### config.mk
export PLATFORM = sky130hd
export DESIGN_NAME = watchdog_control_logic
export DESIGN_NICKNAME = d
export VERILOG_FILES = /design/src/inc/wdt_pkg.sv /design/src/verilog/watchdog_control_logic.sv
export SDC_FILE = /design/constraint.sdc
export NUM_CORES = 1
export LEC_CHECK = 0
export BUFFER_PORTS_ARGS = -buffer_cell sky130_fd_sc_hd__buf_2
export CAP_MARGIN = 20
export CORE_MARGIN = 2
export CORE_UTILIZATION = 50
export CTS_CLUSTER_DIAMETER = 200
export DETAILED_ROUTE_END_ITERATION = 8
export PLACE_DENSITY = 0.7
export SLEW_MARGIN = 20
export SYNTH_ARGS = -nofsm -noshare
export SYNTH_HDL_FRONTEND = slang
export SYNTH_SLANG_ARGS = --single-unit
### constraint.sdc
create_clock -name sys_clk -period 9 [get_ports sys_clk]
set_input_delay 2.25 -clock sys_clk [delete_from_list [all_inputs] [get_ports sys_clk]]
set_output_delay 2.25 -clock sys_clk [all_outputs]
set_load 0.02 [all_outputs]
### src/inc/wdt_pkg.sv
package watchdog_pkg;
    // ************************************************************
    // Bus carrier
    // ************************************************************
    localparam int ADR_W = 8;
    localparam int DAT_W = 32;
    localparam int SEL_W = 4;

    typedef struct packed {
        logic cyc;
        logic stb;
        logic we;
        logic [ADR_W-1:0] adr;
        logic [SEL_W-1:0] sel;
        logic [DAT_W-1:0] dat;
    } wb_req_s;

    // ************************************************************
    // Register map and fields
    // ************************************************************
    localparam logic [ADR_W-1:0] WATCHDOG_CONTROL_OFS = 8'h00;
    localparam int ON_BIT = 15;
    localparam int PS_LSB = 2;
    localparam int PS_MSB = 6;
    localparam int PS_W = 5;
    localparam int WIN_BIT = 1;
    localparam int CLR_BIT = 0;
    localparam int ON_LANE = 1;
    localparam int LOW_LANE = 0;
    localparam logic [DAT_W-1:0] IMPL_MASK = 32'h0000807E;
    localparam logic [PS_W-1:0] PS_RESET = 5'h00;
    localparam logic [PS_W-1:0] PS_MAX = 5'h14;

    // ************************************************************
    // Timing
    // ************************************************************
    localparam int CLK_MHZ = 200;
    localparam int TICK_TIME_US = 1000;
    localparam int TICK_CYCLES = TICK_TIME_US * CLK_MHZ;
    localparam int CNT_W = 32;
    localparam int TICK_W = 32;
    // Window opens for the last quarter of the period
    localparam int WIN_SHIFT = 2;
endpackage

### src/verilog/watchdog_control_logic.sv
`timescale 1ns/1ps
// Summary of operation
// - Software writing one to the enable bit starts the watchdog.
// - Writing zero stops it only if software enabled it; configuration enable persists.
// - Enable bit reads one when enabled by configuration or software.
// - Read-only five-bit postscale shadow in bits 6:2, loaded from configuration on the first clock after reset release.
// - Window-mode enable at bit 1, reset zero, selects windowed operation.
// - Writing one to clear bit 0 restarts the count from zero.
// - Writing zero to the clear bit does nothing.
// - Bits 31:16 and 14:7 ignore writes and read zero.
module watchdog_control_logic
#(
    parameter int TICK_CYCLES_P = watchdog_pkg::TICK_CYCLES
)
(
    input wire logic sys_clk, // 200 MHz clock
    input wire logic nrst, // Async reset, active low
    input wire watchdog_pkg::wb_req_s wb_req, // Wishbone request
    output logic [watchdog_pkg::DAT_W-1:0] wb_dat_o, // Wishbone read data
    output logic wb_ack_o, // Wishbone ack
    input wire logic config_enable, // Configuration-level enable
    input wire logic [watchdog_pkg::PS_W-1:0] configured_postscale, // Configured postscaler
    output logic watchdog_enabled, // Effective enable
    output logic window_mode, // Window mode selected
    output logic reset_request // Device reset request, held
);
    import watchdog_pkg::*;

    // ************************************************************
    // Bus slave
    // ************************************************************
    logic ack_reg, ack_next;
    logic [DAT_W-1:0] rdat_reg, rdat_next;
    logic hit, wr_acc, rd_acc;
    logic sw_on_reg, sw_on_next;
    logic win_reg, win_next;
    logic [PS_W-1:0] shadow_reg, shadow_next;
    logic load_pend_reg, load_pend_next;
    logic clear_req;

    assign hit = wb_req.adr == WATCHDOG_CONTROL_OFS;
    assign wr_acc = wb_req.cyc && wb_req.stb && !ack_reg && wb_req.we && hit;
    assign rd_acc = wb_req.cyc && wb_req.stb && !ack_reg && !wb_req.we && hit;
    assign watchdog_enabled = config_enable || sw_on_reg;
    assign window_mode = win_reg;
    assign clear_req = wr_acc && wb_req.sel[LOW_LANE] && wb_req.dat[CLR_BIT];

    always_comb begin
        ack_next = wb_req.cyc && wb_req.stb && !ack_reg;
        rdat_next = '0;
        if (rd_acc) begin
            rdat_next[ON_BIT] = watchdog_enabled;
            rdat_next[PS_MSB:PS_LSB] = shadow_reg;
            rdat_next[WIN_BIT] = win_reg;
            rdat_next = rdat_next & IMPL_MASK;
        end
        sw_on_next = sw_on_reg;
        win_next = win_reg;
        if (wr_acc && wb_req.sel[ON_LANE]) begin
            sw_on_next = wb_req.dat[ON_BIT];
        end
        if (wr_acc && wb_req.sel[LOW_LANE]) begin
            win_next = wb_req.dat[WIN_BIT];
        end
        // Shadow caught once after reset release; async reset takes constants only
        load_pend_next = 1'b0;
        shadow_next = load_pend_reg ? configured_postscale : shadow_reg;
    end

    always_ff @(posedge sys_clk or negedge nrst) begin
        if (!nrst) begin
            ack_reg <= 1'b0;
            rdat_reg <= '0;
            sw_on_reg <= 1'b0;
            win_reg <= 1'b0;
            shadow_reg <= PS_RESET;
            load_pend_reg <= 1'b1;
        end else begin
            ack_reg <= ack_next;
            rdat_reg <= rdat_next;
            sw_on_reg <= sw_on_next;
            win_reg <= win_next;
            shadow_reg <= shadow_next;
            load_pend_reg <= load_pend_next;
        end
    end

    assign wb_ack_o = ack_reg;
    assign wb_dat_o = rdat_reg;

    // ************************************************************
    // Time base and count
    // ************************************************************
    logic [TICK_W-1:0] tick_cnt_reg, tick_cnt_next;
    logic [CNT_W-1:0] count_reg, count_next;
    logic rst_req_reg, rst_req_next;
    logic tick;
    logic [PS_W-1:0] ps_eff;
    logic [CNT_W-1:0] period, win_open;

    assign tick = tick_cnt_reg == TICK_W'(TICK_CYCLES_P - 1);
    // Postscale above the maximum saturates, so the period never overflows
    assign ps_eff = (shadow_reg > PS_MAX) ? PS_MAX : shadow_reg;
    assign period = CNT_W'(1) << ps_eff;
    assign win_open = period - (period >> WIN_SHIFT);

    always_comb begin
        tick_cnt_next = tick ? '0 : tick_cnt_reg + TICK_W'(1);
        count_next = count_reg;
        rst_req_next = rst_req_reg;
        if (!watchdog_enabled) begin
            tick_cnt_next = '0;
            count_next = '0;
        end else if (clear_req) begin
            tick_cnt_next = '0;
            count_next = '0;
            if (win_reg && count_reg < win_open) begin
                rst_req_next = 1'b1;
            end
        end else if (tick) begin
            if (count_reg >= period - CNT_W'(1)) begin
                rst_req_next = 1'b1;
            end else begin
                count_next = count_reg + CNT_W'(1);
            end
        end
    end

    always_ff @(posedge sys_clk or negedge nrst) begin
        if (!nrst) begin
            tick_cnt_reg <= '0;
            count_reg <= '0;
            rst_req_reg <= 1'b0;
        end else begin
            tick_cnt_reg <= tick_cnt_next;
            count_reg <= count_next;
            rst_req_reg <= rst_req_next;
        end
    end

    assign reset_request = rst_req_reg;

    // ************************************************************
    // Checks
    // ************************************************************
    a_sw_start_on: assert property (@(posedge sys_clk) disable iff (!nrst)
        wr_acc && wb_req.sel[ON_LANE] && wb_req.dat[ON_BIT] |=> watchdog_enabled)
        else $error("software enable did not start watchdog");
    a_cfg_keeps_on: assert property (@(posedge sys_clk) disable iff (!nrst)
        wr_acc && wb_req.sel[ON_LANE] && !wb_req.dat[ON_BIT] && config_enable
        |=> sw_on_reg == 1'b0 && (watchdog_enabled || !config_enable))
        else $error("zero write mishandled with configuration enable");
    a_sw_stop_off: assert property (@(posedge sys_clk) disable iff (!nrst)
        wr_acc && wb_req.sel[ON_LANE] && !wb_req.dat[ON_BIT] |=> !sw_on_reg ##1 count_reg == 0
        || config_enable || $past(config_enable))
        else $error("software disable did not stop watchdog");
    a_on_readback: assert property (@(posedge sys_clk) disable iff (!nrst)
        rd_acc |=> wb_ack_o && wb_dat_o[ON_BIT] == $past(watchdog_enabled))
        else $error("enable readback wrong");
    a_shadow_load: assert property (@(posedge sys_clk) disable iff (!nrst)
        // Sampled nrst skips the edge at which reset is released
        nrst && load_pend_reg |=> shadow_reg == $past(configured_postscale) && !load_pend_reg)
        else $error("shadow not loaded after reset");
    a_shadow_hold: assert property (@(posedge sys_clk) disable iff (!nrst)
        !load_pend_reg |=> $stable(shadow_reg))
        else $error("shadow changed outside reset");
    a_window_write: assert property (@(posedge sys_clk) disable iff (!nrst)
        wr_acc && wb_req.sel[LOW_LANE] |=> window_mode == $past(wb_req.dat[WIN_BIT]))
        else $error("window bit not written");
    a_clear_restart: assert property (@(posedge sys_clk) disable iff (!nrst)
        clear_req |=> count_reg == 0 && tick_cnt_reg == 0)
        else $error("clear did not restart count");
    a_clear_zero: assert property (@(posedge sys_clk) disable iff (!nrst)
        wr_acc && wb_req.sel[LOW_LANE] && !wb_req.dat[CLR_BIT] && watchdog_enabled && !tick
        |=> count_reg == $past(count_reg))
        else $error("zero clear write changed count");
    a_unimpl_zero: assert property (@(posedge sys_clk) disable iff (!nrst)
        wb_ack_o |-> (wb_dat_o & ~IMPL_MASK) == 0)
        else $error("unimplemented bits read nonzero");
    // Registered ack gives every access exactly one wait state
    a_ack_answer: assert property (@(posedge sys_clk) disable iff (!nrst)
        wb_req.cyc && wb_req.stb && !wb_ack_o |=> wb_ack_o)
        else $error("request not acknowledged after one cycle");
    a_ack_pulse: assert property (@(posedge sys_clk) disable iff (!nrst)
        wb_ack_o |=> !wb_ack_o)
        else $error("ack held longer than one cycle");
    // Idle zeros on the data bus keep a shared read mux simple
    a_dat_idle: assert property (@(posedge sys_clk) disable iff (!nrst)
        !wb_ack_o |-> wb_dat_o == '0)
        else $error("read data not zero outside ack");
    a_ps_readback: assert property (@(posedge sys_clk) disable iff (!nrst)
        rd_acc |=> wb_dat_o[PS_MSB:PS_LSB] == $past(shadow_reg))
        else $error("postscale shadow readback wrong");
    a_win_readback: assert property (@(posedge sys_clk) disable iff (!nrst)
        rd_acc |=> wb_dat_o[WIN_BIT] == $past(win_reg))
        else $error("window bit readback wrong");
    a_clear_reads_zero: assert property (@(posedge sys_clk) disable iff (!nrst)
        wb_ack_o |-> !wb_dat_o[CLR_BIT])
        else $error("clear bit read back nonzero");
    a_enable_hold: assert property (@(posedge sys_clk) disable iff (!nrst)
        !wr_acc |=> $stable(sw_on_reg))
        else $error("software enable changed without a write");
    a_window_hold: assert property (@(posedge sys_clk) disable iff (!nrst)
        !wr_acc |=> $stable(win_reg))
        else $error("window bit changed without a write");
    a_expire_reset: assert property (@(posedge sys_clk) disable iff (!nrst)
        watchdog_enabled && tick && !clear_req && count_reg >= period - 1 |=> reset_request)
        else $error("expiry did not request reset");
    a_early_clear: assert property (@(posedge sys_clk) disable iff (!nrst)
        clear_req && watchdog_enabled && win_reg && count_reg < win_open |=> reset_request)
        else $error("early window clear not caught");

    // ************************************************************
    // Watchdog checks
    // ************************************************************
    // Disabled watchdog must not carry a stale count into the next enable
    a_off_count_zero: assert property (@(posedge sys_clk) disable iff (!nrst)
        !watchdog_enabled |=> count_reg == 0)
        else $error("count kept running while disabled");
    a_req_sticky: assert property (@(posedge sys_clk) disable iff (!nrst)
        reset_request |=> reset_request)
        else $error("reset request dropped before reset");
    // Count never passes the period, so expiry is seen on the right tick
    a_count_bounded: assert property (@(posedge sys_clk) disable iff (!nrst)
        count_reg < period)
        else $error("count ran past the period");
endmodule

==> results.json, run 1 <==
{
  "status": "finished clean",
  "htree_levels": 3,
  "fillers": 1389,
  "cp.required_ns": 9.28,
  "insertion_delay_ns": 0.35,
  "p_leak_nw": 3.85,
  "drt_iter0_drc": 435,
  "netlist_area_um2": 7380,
  "startpoint_type": "flop",
  "areaGrowthSynthToFinish_pct": 8.61,
  "placementRows": 44,
  "synthTopCellsByArea": "dfrtp_1 (27%), ha_1 (16%), a21oi_1 (5.6%)",
  "synth_top_flop_cell": "dfrtp_1",
  "dpl.hpwl_um": 12300,
  "r2r_cells": 17,
  "dieArea_um2": 15800,
  "whs_ns": 0.456,
  "crit_path_frequent_cell": "a21oi_1",
  "syn_inst": 907,
  "synth_edf_count": 0,
  "total_power_mw": 1.10,
  "synth.yosys.warnings": 0,
  "report.final.slew_viol_count": 0,
  "drt-total-wl_um": 16500,
  "route.detailed.drc": 0,
  "antenna_found_initial": 0,
  "ir_worst_vdd_uv": 118,
  "yosysTopAreaCell": "dfrtp_1",
  "clock-skew-final_ns": 0.0103,
  "cts_max_path_buffers": 2,
  "synth.most_common_cell": "ha_1",
  "start_util": 0.510,
  "cts_resized": 0,
  "final_util": 0.554,
  "min_period_ns": 5.67,
  "die_x_um": 126,
  "fin_crit_sh": 0.630,
  "wl_per_cell_um": 14.5,
  "p_sw_uw": 362,
  "pwr-share-seq": 0.345,
  "power.density_nw_per_um2": 137,
  "detail-route-antenna-nets": 0,
  "synthTopCellsByCount": "ha_1 (96), nor2_1 (88), a21oi_1 (83)",
  "grt_pass1_vias": 6008,
  "cts_setup_buffers": 0,
  "path_max_fanout": 23,
  "layout.nets": 1103,
  "io_pins": 91,
  "p_clk_frac": 0.378,
  "placed_cell_area_um2": 7690,
  "vias": 6409,
  "numCtsBuffers": 9,
  "fin_tns_setup_ns": 0,
  "synth_top_area_frac": 0.271,
  "hold_violations": 0,
  "numPortBuffers": 34,
  "grt_first_pass_wirelength_um": 29200,
  "ys_seq_area_frac": 0.275,
  "rsz0062_at_grt": "false",
  "final_layout_size_suffix_gt1_frac": 0.0785,
  "ys_ff_latch": 81,
  "pwr-share-comb": 0.277,
  "async_flop_share": 1.00,
  "cp_slowest_cell": "nor2_1",
  "worst-slew-pin-transition_ns": 0.869,
  "clkSinkCount": 81,
  "syn_avg_cell_area_um2": 8.14,
  "worst_path_largest_cell_delay_ns": 0.77,
  "antenna_cells": 0,
  "cts_root_buf": "clkbuf_16",
  "final_cell_area_um2": 8020,
  "critPathKind": "reg2reg",
  "viasPerCell": 5.62,
  "cp_cell_sequence": "nor2_1 -> inv_1 -> nor2_1 -> nand2_1 -> ha_1 -> or3_1 -> a21oi_1 -> a21oi_1 -> ha_1 -> nand2_1 -> o21ai_1 -> o2111ai_1 -> o21ai_1 -> a211oi_4 -> nand4_1 -> or3_1 -> a21oi_1",
  "grt_usage": 0.222,
  "ctsHoldBuffers": 0,
  "endpoint_kind": "flop",
  "worstPathArrival_ns": 5.95,
  "hold_path_class": "reg2reg",
  "grt-ovfl-total": 0,
  "whs_path_depth": 1,
  "relSlewSlack": 0.418,
  "finalSetupViolations": 0,
  "drv_cap": 0,
  "cts.clk_slew.worst_paths_ns": 0.07,
  "gp_congestion": 0.858,
  "yosysUniqueCellTypes": 65,
  "fp.coreArea_um2": 14500,
  "swShare": 0.329,
  "intPower_uw": 738,
  "grt_max_degree": 64,
  "fmax_mhz": 176,
  "firstDrtPassIters": 5,
  "cts_tree": "yes",
  "die_h_um": 126
}
## layout make-up
| class | count | area [µm²] | share of cell area |
|---|---|---|---|
| clock inverters | 7 | 106 | 0.0133 |
| repair buffers | 36 | 188 | 0.0234 |
| clock buffers | 9 | 225 | 0.0281 |
| multi-input cells | 784 | 5090 | 0.635 |
| well taps | 184 | 230 | 0.0287 |
| inverters | 39 | 146 | 0.0183 |
| flip-flops and latches | 81 | 2030 | 0.253 |
## power groups by stage
| stage | Sequential [mW] | Combinational, mW | Clock (mW) |
|---|---|---|---|
| 3_5_place_dp | 0.387 | 0.300 | 0 |
| 6_report | 0.380 | 0.305 | 0.415 |
| 4_1_cts | 0.379 | 0.302 | 0.428 |
| 5_1_grt | 0.381 | 0.346 | 0.441 |
| 3_3_place_gp | 0.386 | 0.296 | 0 |
| 2_1_floorplan | 0.378 | 0.247 | 0 |
## worst max-delay path: cells and delay by family (launching register included)
family	cells	cell delay [ns]
and+or+nand+nor	7	2.73
AOI/OAI and AO/OA	7	1.26
adders and majority gates	2	0.82
DFF	1	0.59
buffers and inverters	1	0.17
## stage by stage
step | setup WS (ns) | instances
after CTS | 3.43 | 1140
after global routing | 2.85 | 1140
after floorplan | 4.06 | 957
after detailed placement | 3.45 | 1124
final | 3.33 | 1140
after global placement | 3.57 | 1124
## path summary, 6_finish.rpt
check / slack, ns / endpoint / startpoint
setup / recovery: 3.33 / count_reg[5]$_DFFE_PN0P_ / shadow_reg[2]$_DFFE_PN0P_
hold / removal: 0.46 / wb_ack_o$_DFF_PN0_ / wb_ack_o$_DFF_PN0_
setup reg to reg: 3.33 / count_reg[5]$_DFFE_PN0P_ / shadow_reg[2]$_DFFE_PN0P_
hold reg to reg: 0.46 / wb_ack_o$_DFF_PN0_ / wb_ack_o$_DFF_PN0_
max in group asynchronous: 6.12 / count_reg[27]$_DFFE_PN0P_ / nrst
min in group asynchronous: 1.76 / shadow_reg[1]$_DFFE_PN0P_ / nrst
## layer usage
layer / part of all wire / vias to the layer above / wire length, µm / global-route usage
li1: - / 3267 / - / -
met5: 0 / - / 0 / 0
met1: 0.47 / 2992 / 7740 / 0.313
met4: 0.012 / 0 / 197 / 0.0614
met2: 0.47 / 136 / 7790 / 0.360
met3: 0.046 / 14 / 751 / 0.0300
## cell usage in the layout, fill, tap and decap left out, types with 33 or more instances in the layout
cell type  synthesis  routed
ha_1              96      96
buf_2              1      33
o21ai_0           60      60
conb_1             2      52
nor2_1            88      88
nand3_1           45      45
inv_1             39      39
nand2_1           80      80
dfrtp_1           80      80
a21oi_1           83      83
## cells by family after synthesis
family                   Yosys count  share of synthesized area
XOR/XNOR                          62                     0.0735
AO/OA/AOI/OAI                    213                      0.174
AND/OR/NAND/NOR                  354                      0.242
buffers and inverters             92                     0.0607
multiplexers                       6                    0.00898
flip-flops                        81                      0.275
other                              2                    0.00102
adder cells (fa/ha/maj)           97                      0.165
Note: power is estimated with default switching activity, not from simulation.
==> inputs of run 2 (changes only) <==
--- a/config.mk
+++ b/config.mk
@@ -11,7 +11,7 @@
 export CORE_UTILIZATION = 50
 export CTS_CLUSTER_DIAMETER = 200
 export DETAILED_ROUTE_END_ITERATION = 8
-export PLACE_DENSITY = 0.7
+export PLACE_DENSITY = 0.73
 export SLEW_MARGIN = 20
 export SYNTH_ARGS = -nofsm -noshare
 export SYNTH_HDL_FRONTEND = slang
==> constraint.sdc (replaced) <==
create_clock -name sys_clk -period 4.7 [get_ports sys_clk]
set_input_delay 1.175 -clock sys_clk [delete_from_list [all_inputs] [get_ports sys_clk]]
set_output_delay 1.175 -clock sys_clk [all_outputs]
set_load 0.02 [all_outputs]
==> run 2 against run 1 <==
First-iteration DRC count is 11% lower. Count of clock-buffer cells in the layout is 2 higher. Cell area is 2.7% higher. Flip-flop and latch count stayed put. Register-to-register slack worse by 3.0 ns. Sequential share of layout area is 0.64 points lower.
==> results.json, run 2 (synthesis results as in run 1) <==
{
  "endpoint_kind": "flop",
  "fp.coreArea_um2": 14500,
  "placed_cell_area_um2": 7850,
  "wl_per_cell_um": 14.5,
  "route.detailed.drc": 0,
  "clkSinkCount": 81,
  "fin_crit_sh": 0.929,
  "clock-skew-final_ns": 0.00921,
  "firstDrtPassIters": 5,
  "antenna_cells": 0,
  "die_h_um": 126,
  "cp_cell_sequence": "and2_1 -> nand2_1 -> ha_1 -> a21oi_1 -> and2_1 -> a21boi_0 -> o21ai_0 -> nand2_1 -> a21o_1 -> a21oi_1 -> xor2_1 -> ha_1 -> a21o_1 -> a21o_1 -> a211oi_1 -> o21ai_0 -> o211ai_1 -> a211oi_2 -> o21ai_0 -> a211o_1",
  "crit_family": "compound AO/OA/AOI/OAI gates",
  "areaGrowthSynthToFinish_pct": 11.5,
  "cp.required_ns": 4.92,
  "viasPerCell": 5.58,
  "detail-route-antenna-nets": 0,
  "grt_usage": 0.218,
  "finalNonFillerCells": 1166,
  "antenna_found_initial": 0,
  "grt_first_pass_wirelength_um": 28500,
  "vias": 6512,
  "gp_congestion": 0.860,
  "grt-ovfl-total": 0,
  "start_util": 0.510,
  "path_max_fanout": 6,
  "fillers": 1329,
  "cts_max_path_buffers": 2,
  "worstPathArrival_ns": 4.58,
  "relSlewSlack": 0.537,
  "finalSetupViolations": 0,
  "layout.nets": 1129,
  "power.density_nw_per_um2": 244,
  "dpl.hpwl_um": 12900,
  "p_leak_nw": 3.94,
  "pre_cts_slack_ns": 0.158,
  "finalWorstSetupSlack_ns": 0.333,
  "fmax_mhz": 229,
  "final_cell_area_um2": 8230,
  "dieArea_um2": 15800,
  "highest_layer": "met4",
  "die_x_um": 126,
  "numPortBuffers": 34,
  "drt-total-wl_um": 16900,
  "dp.cells": 1145,
  "ctsHoldBuffers": 0,
  "grt_pass1_vias": 6156,
  "ir_worst_vdd_uv": 193,
  "drv_cap": 0,
  "m1WireLength_um": 7770,
  "report.final.slew_viol_count": 0,
  "min_period_ns": 4.37,
  "drt_iter0_drc": 386,
  "cts.clk_slew.worst_paths_ns": 0.06,
  "crit_buf_inv": 0,
  "final_layout_size_suffix_gt1_frac": 0.115,
  "io_pins": 91,
  "hold_violations": 0,
  "hold_path_class": "reg2reg",
  "cp_slowest_cell": "dfrtp_1",
  "worst_path_largest_cell_delay_ns": 0.48,
  "met2_length_um": 8320,
  "wl_met3_um": 500,
  "insertion_delay_ns": 0.34,
  "critPathKind": "reg2reg",
  "worst-slew-pin-transition_ns": 0.688,
  "placementRows": 44,
  "final_common_cell": "ha_1",
  "final_cell_mix": "ha_1 (95), nor2_1 (84), a21oi_1 (81)",
  "cts_root_buf": "clkbuf_16",
  "status": "finished clean",
  "startpoint_type": "flop",
  "numCtsBuffers": 9,
  "grt_max_degree": 46,
  "cts_tree": "yes",
  "htree_levels": 3
}
-- run 2: changes by cell type in the layout (fill, tap and decap cells not counted), moves of 2 or more --
cell	delta
a21oi_2	+2
clkbuf_1	+2
bufinv_16	-2
nor2_2	+4
buf_4	+26
a21oi_1	-2
nand4_4	+2
nor2_1	-4
nand4_2	-2
-- run 2: per-layer routing --
layer  track usage  up-vias
met5             0        -
met4        0.0647        0
met3        0.0295       26
met2         0.378      115
met1         0.283     3051
li1              -     3320
-- run 2: repair_timing --
action,CTS,global route
resized for setup,0,19
endpoints found under the setup margin,0,25
buffers inserted,0,5
-- run 2: worst reg2reg max path, stage by stage, from the launching register on --
cell	delay, ns
dfrtp_1	0.48
and2_1	0.31
nand2_1	0.12
ha_1	0.39
a21oi_1	0.23
and2_1	0.20
a21boi_0	0.12
o21ai_0	0.17
nand2_1	0.11
a21o_1	0.19
a21oi_1	0.17
xor2_1	0.10
ha_1	0.30
a21o_1	0.11
a21o_1	0.11
a211oi_1	0.06
o21ai_0	0.17
o211ai_1	0.14
a211oi_2	0.31
o21ai_0	0.14
a211o_1	0.31
-- run 2: worst paths after layout --
check | start | endpoint | slack (ns) | cells past startpoint
max | shadow_reg[2]$_DFFE_PN0P_ | reset_request$_DFFE_PN0P_ | 0.33 | 20
min | wb_ack_o$_DFF_PN0_ | wb_ack_o$_DFF_PN0_ | 0.46 | 1
max reg2reg | shadow_reg[2]$_DFFE_PN0P_ | reset_request$_DFFE_PN0P_ | 0.33 | 20
min reg2reg | wb_ack_o$_DFF_PN0_ | wb_ack_o$_DFF_PN0_ | 0.46 | 1
max in group asynchronous | nrst | load_pend_reg$_DFF_PN1_ | 2.94 | 2
min in group asynchronous | nrst | tick_cnt_reg[19]$_DFF_PN0_ | 0.83 | 1
-- run 2: metrics by stage --
step	total power, mW	utilization	hold WS (ns)	setup TNS (ns)
floorplan	1.20	-	0.455	0
global placement	1.34	0.542	0.438	0
detailed placement	1.34	0.542	0.450	0
CTS	2.00	0.561	0.471	0
global route	2.13	0.569	0.510	-0.0402
finish	2.01	0.569	0.464	0
-- run 2: power by group --
group / internal (mW) / switching, mW
logic: 0.263 / 0.377
registers: 0.705 / 0.00979
clock network: 0.362 / 0.291
-- run 2: cell type report --
type                            count  area (µm²)  area share
Multi-Input combinational cell    784        5170       0.628
Clock buffer                       11         233      0.0283
Tap cell                          184         230      0.0280
Timing Repair Buffer               62         383      0.0465
Inverter                           39         146      0.0178
Sequential cell                    81        2030       0.247
Clock inverter                      5        38.8     0.00471
==> inputs of run 3 (changes only) <==
--- a/config.mk
+++ b/config.mk
@@ -5,13 +5,13 @@
 export SDC_FILE = /design/constraint.sdc
 export NUM_CORES = 1
 export LEC_CHECK = 0
-export BUFFER_PORTS_ARGS = -buffer_cell sky130_fd_sc_hd__buf_2
 export CAP_MARGIN = 20
 export CORE_MARGIN = 2
-export CORE_UTILIZATION = 50
+export CORE_UTILIZATION = 59
 export CTS_CLUSTER_DIAMETER = 200
 export DETAILED_ROUTE_END_ITERATION = 8
-export PLACE_DENSITY = 0.73
+export DONT_BUFFER_PORTS = 1
+export PLACE_DENSITY = 0.78
 export SLEW_MARGIN = 20
 export SYNTH_ARGS = -nofsm -noshare
 export SYNTH_HDL_FRONTEND = slang
==> run 3 against run 2 <==
Clock power increased by 9.6%. Routed wire length is 0.33% lower. Non-clock buffer count decreased by 35. Die area shrank 15%. Sequential share of layout area grew 0.58 points. Sequential power is essentially flat. First-iteration DRC count grew 44%. Cell area fell by 2.3%. Total power is 1.7% higher. Final cell count is 4.4% lower. Global-route usage is 4.0 points higher. Flip-flop and latch count stayed put.
==> results.json, run 3 (synthesis results as in run 1) <==
{
  "status": "finished clean",
  "vias": 6427,
  "numCtsBuffers": 9,
  "min_period_ns": 4.47,
  "cp_slowest_cell": "a2111oi_1",
  "critPathKind": "reg2reg",
  "report.final.slew_viol_count": 0,
  "insertion_delay_ns": 0.34,
  "final_common_cell": "ha_1",
  "detail-route-antenna-nets": 0,
  "io_pins": 91,
  "ir_worst_vdd_uv": 176,
  "placementRows": 40,
  "die_x_um": 116,
  "gp_congestion": 0.913,
  "numPortBuffers": 0,
  "worst-slew-pin-transition_ns": 0.632,
  "dpl.hpwl_um": 12700,
  "power.density_nw_per_um2": 254,
  "worstPathArrival_ns": 4.70,
  "drt-total-wl_um": 16900,
  "hold_path_class": "reg2reg",
  "grt-ovfl-total": 0,
  "fin_crit_sh": 0.952,
  "die_h_um": 116,
  "cp.required_ns": 4.93,
  "drt_iter0_drc": 557,
  "startpoint_type": "flop",
  "cts_max_path_buffers": 2,
  "final_util": 0.664,
  "final_cell_mix": "ha_1 (96), nor2_1 (87), a21oi_1 (80), nand2_1 (80), dfrtp_1 (79)",
  "cts.clk_slew.worst_paths_ns": 0.07,
  "start_util": 0.610,
  "fmax_mhz": 224,
  "placed_cell_area_um2": 7650,
  "route.detailed.drc": 0,
  "whs_ns": 0.486,
  "htree_levels": 3,
  "cts_tree": "yes",
  "p_leak_nw": 3.80,
  "wl_per_cell_um": 15.1,
  "worst_path_largest_cell_delay_ns": 0.44,
  "relSlewSlack": 0.579,
  "cts_root_buf": "clkbuf_16",
  "drv_cap": 0,
  "rsz0062_at_grt": "false",
  "layout.nets": 1094,
  "pre_cts_slack_ns": 0.0854,
  "finalSetupViolations": 0,
  "grt_usage": 0.258,
  "clkSinkCount": 81,
  "final_cell_area_um2": 8050,
  "viasPerCell": 5.76,
  "grt_max_degree": 82,
  "cp_cell_sequence": "nor2_1 -> nand3_1 -> ha_1 -> a21o_1 -> a21oi_1 -> o21ai_0 -> a2111oi_1 -> a21oi_1 -> or3_1 -> a221oi_2 -> o21ai_0 -> ha_1 -> nand4_1 -> nor2_1 -> o21ai_2 -> a211o_1",
  "antenna_found_initial": 1,
  "finalWorstSetupSlack_ns": 0.227,
  "firstDrtPassIters": 5,
  "endpoint_kind": "flop",
  "hold_violations": 0,
  "fin_tns_setup_ns": 0,
  "dieArea_um2": 13400,
  "final_layout_size_suffix_gt1_frac": 0.0781,
  "path_max_fanout": 6,
  "antenna_cells": 0,
  "areaGrowthSynthToFinish_pct": 8.96,
  "clock-skew-final_ns": 0.00680,
  "fp.coreArea_um2": 12100,
  "grt_first_pass_wirelength_um": 27600,
  "grt_pass1_vias": 5865,
  "ctsHoldBuffers": 0
}
==> run 3: cell count changes in the layout (fill, tap and decap cells not counted), moves of 2 or more <==
| cell | previous run | this run |
|---|---|---|
| buf_2 | 33 | 0 |
| buf_4 | 29 | 26 |
| nor2_1 | 84 | 87 |
| nor2_2 | 4 | 1 |
| clkbuf_1 | 2 | 0 |
==> run 3: final cells by class <==
cell class              count  area, µm²
clock buffers               9        225
clock inverters             7       77.6
fillers                  1041       4070
inverters                  39        146
multi-input cells         784       5140
flip-flops and latches     81       2030
well taps                 168        210
repair buffers             27        215
==> run 3: report_power, final <==
part           leakage (nW)  switching (mW)  total (mW)  internal, mW
sequential             1.11          0.0115       0.716         0.705
clock                 0.146           0.300       0.716         0.416
combinational          2.54           0.355       0.610         0.255
==> run 3: path summary, 6_finish.rpt <==
kind	depth (start not counted)	startpoint	slack (ns)	endpoint
hold reg to reg	1	tick_cnt_reg[0]$_DFF_PN0_	0.49	tick_cnt_reg[0]$_DFF_PN0_
min in group asynchronous	0	nrst	0.53	tick_cnt_reg[9]$_DFF_PN0_
setup / recovery	16	shadow_reg[4]$_DFFE_PN0P_	0.23	reset_request$_DFFE_PN0P_
setup reg to reg	16	shadow_reg[4]$_DFFE_PN0P_	0.23	reset_request$_DFFE_PN0P_
hold / removal	1	tick_cnt_reg[0]$_DFF_PN0_	0.49	tick_cnt_reg[0]$_DFF_PN0_
max in group asynchronous	0	nrst	4.00	load_pend_reg$_DFF_PN1_
==> run 3: critical path, delay by kind of cell (launching register included) <==
family	cells	cell delay [ns]
AOI/OAI and AO/OA	9	2.01
adders and majority gates	2	0.67
DFF	1	0.43
and+or+nand+nor	5	1.24
==> run 3: per-layer routing <==
| metal | GRT usage | part of all wire | up-vias |
|---|---|---|---|
| met5 | 0 | 0 | - |
| met4 | 0.0579 | 0.014 | 0 |
| met3 | 0.0507 | 0.048 | 21 |
| met2 | 0.424 | 0.47 | 136 |
| met1 | 0.355 | 0.47 | 3016 |
| li1 | - | - | 3254 |
==> run 3: through the flow <==
| stage | instances | power, mW |
|---|---|---|
| after floorplan | 957 | 1.20 |
| after global placement | 1095 | 1.30 |
| after detailed placement | 1095 | 1.31 |
| after CTS | 1111 | 2.03 |
| after global routing | 1115 | 2.17 |
| final | 1115 | 2.04 |
==> run 3: timing repair <==
action	in CTS	in global routing
setup buffers	0	4
resized for setup	0	14
setup endpoints to repair	0	27
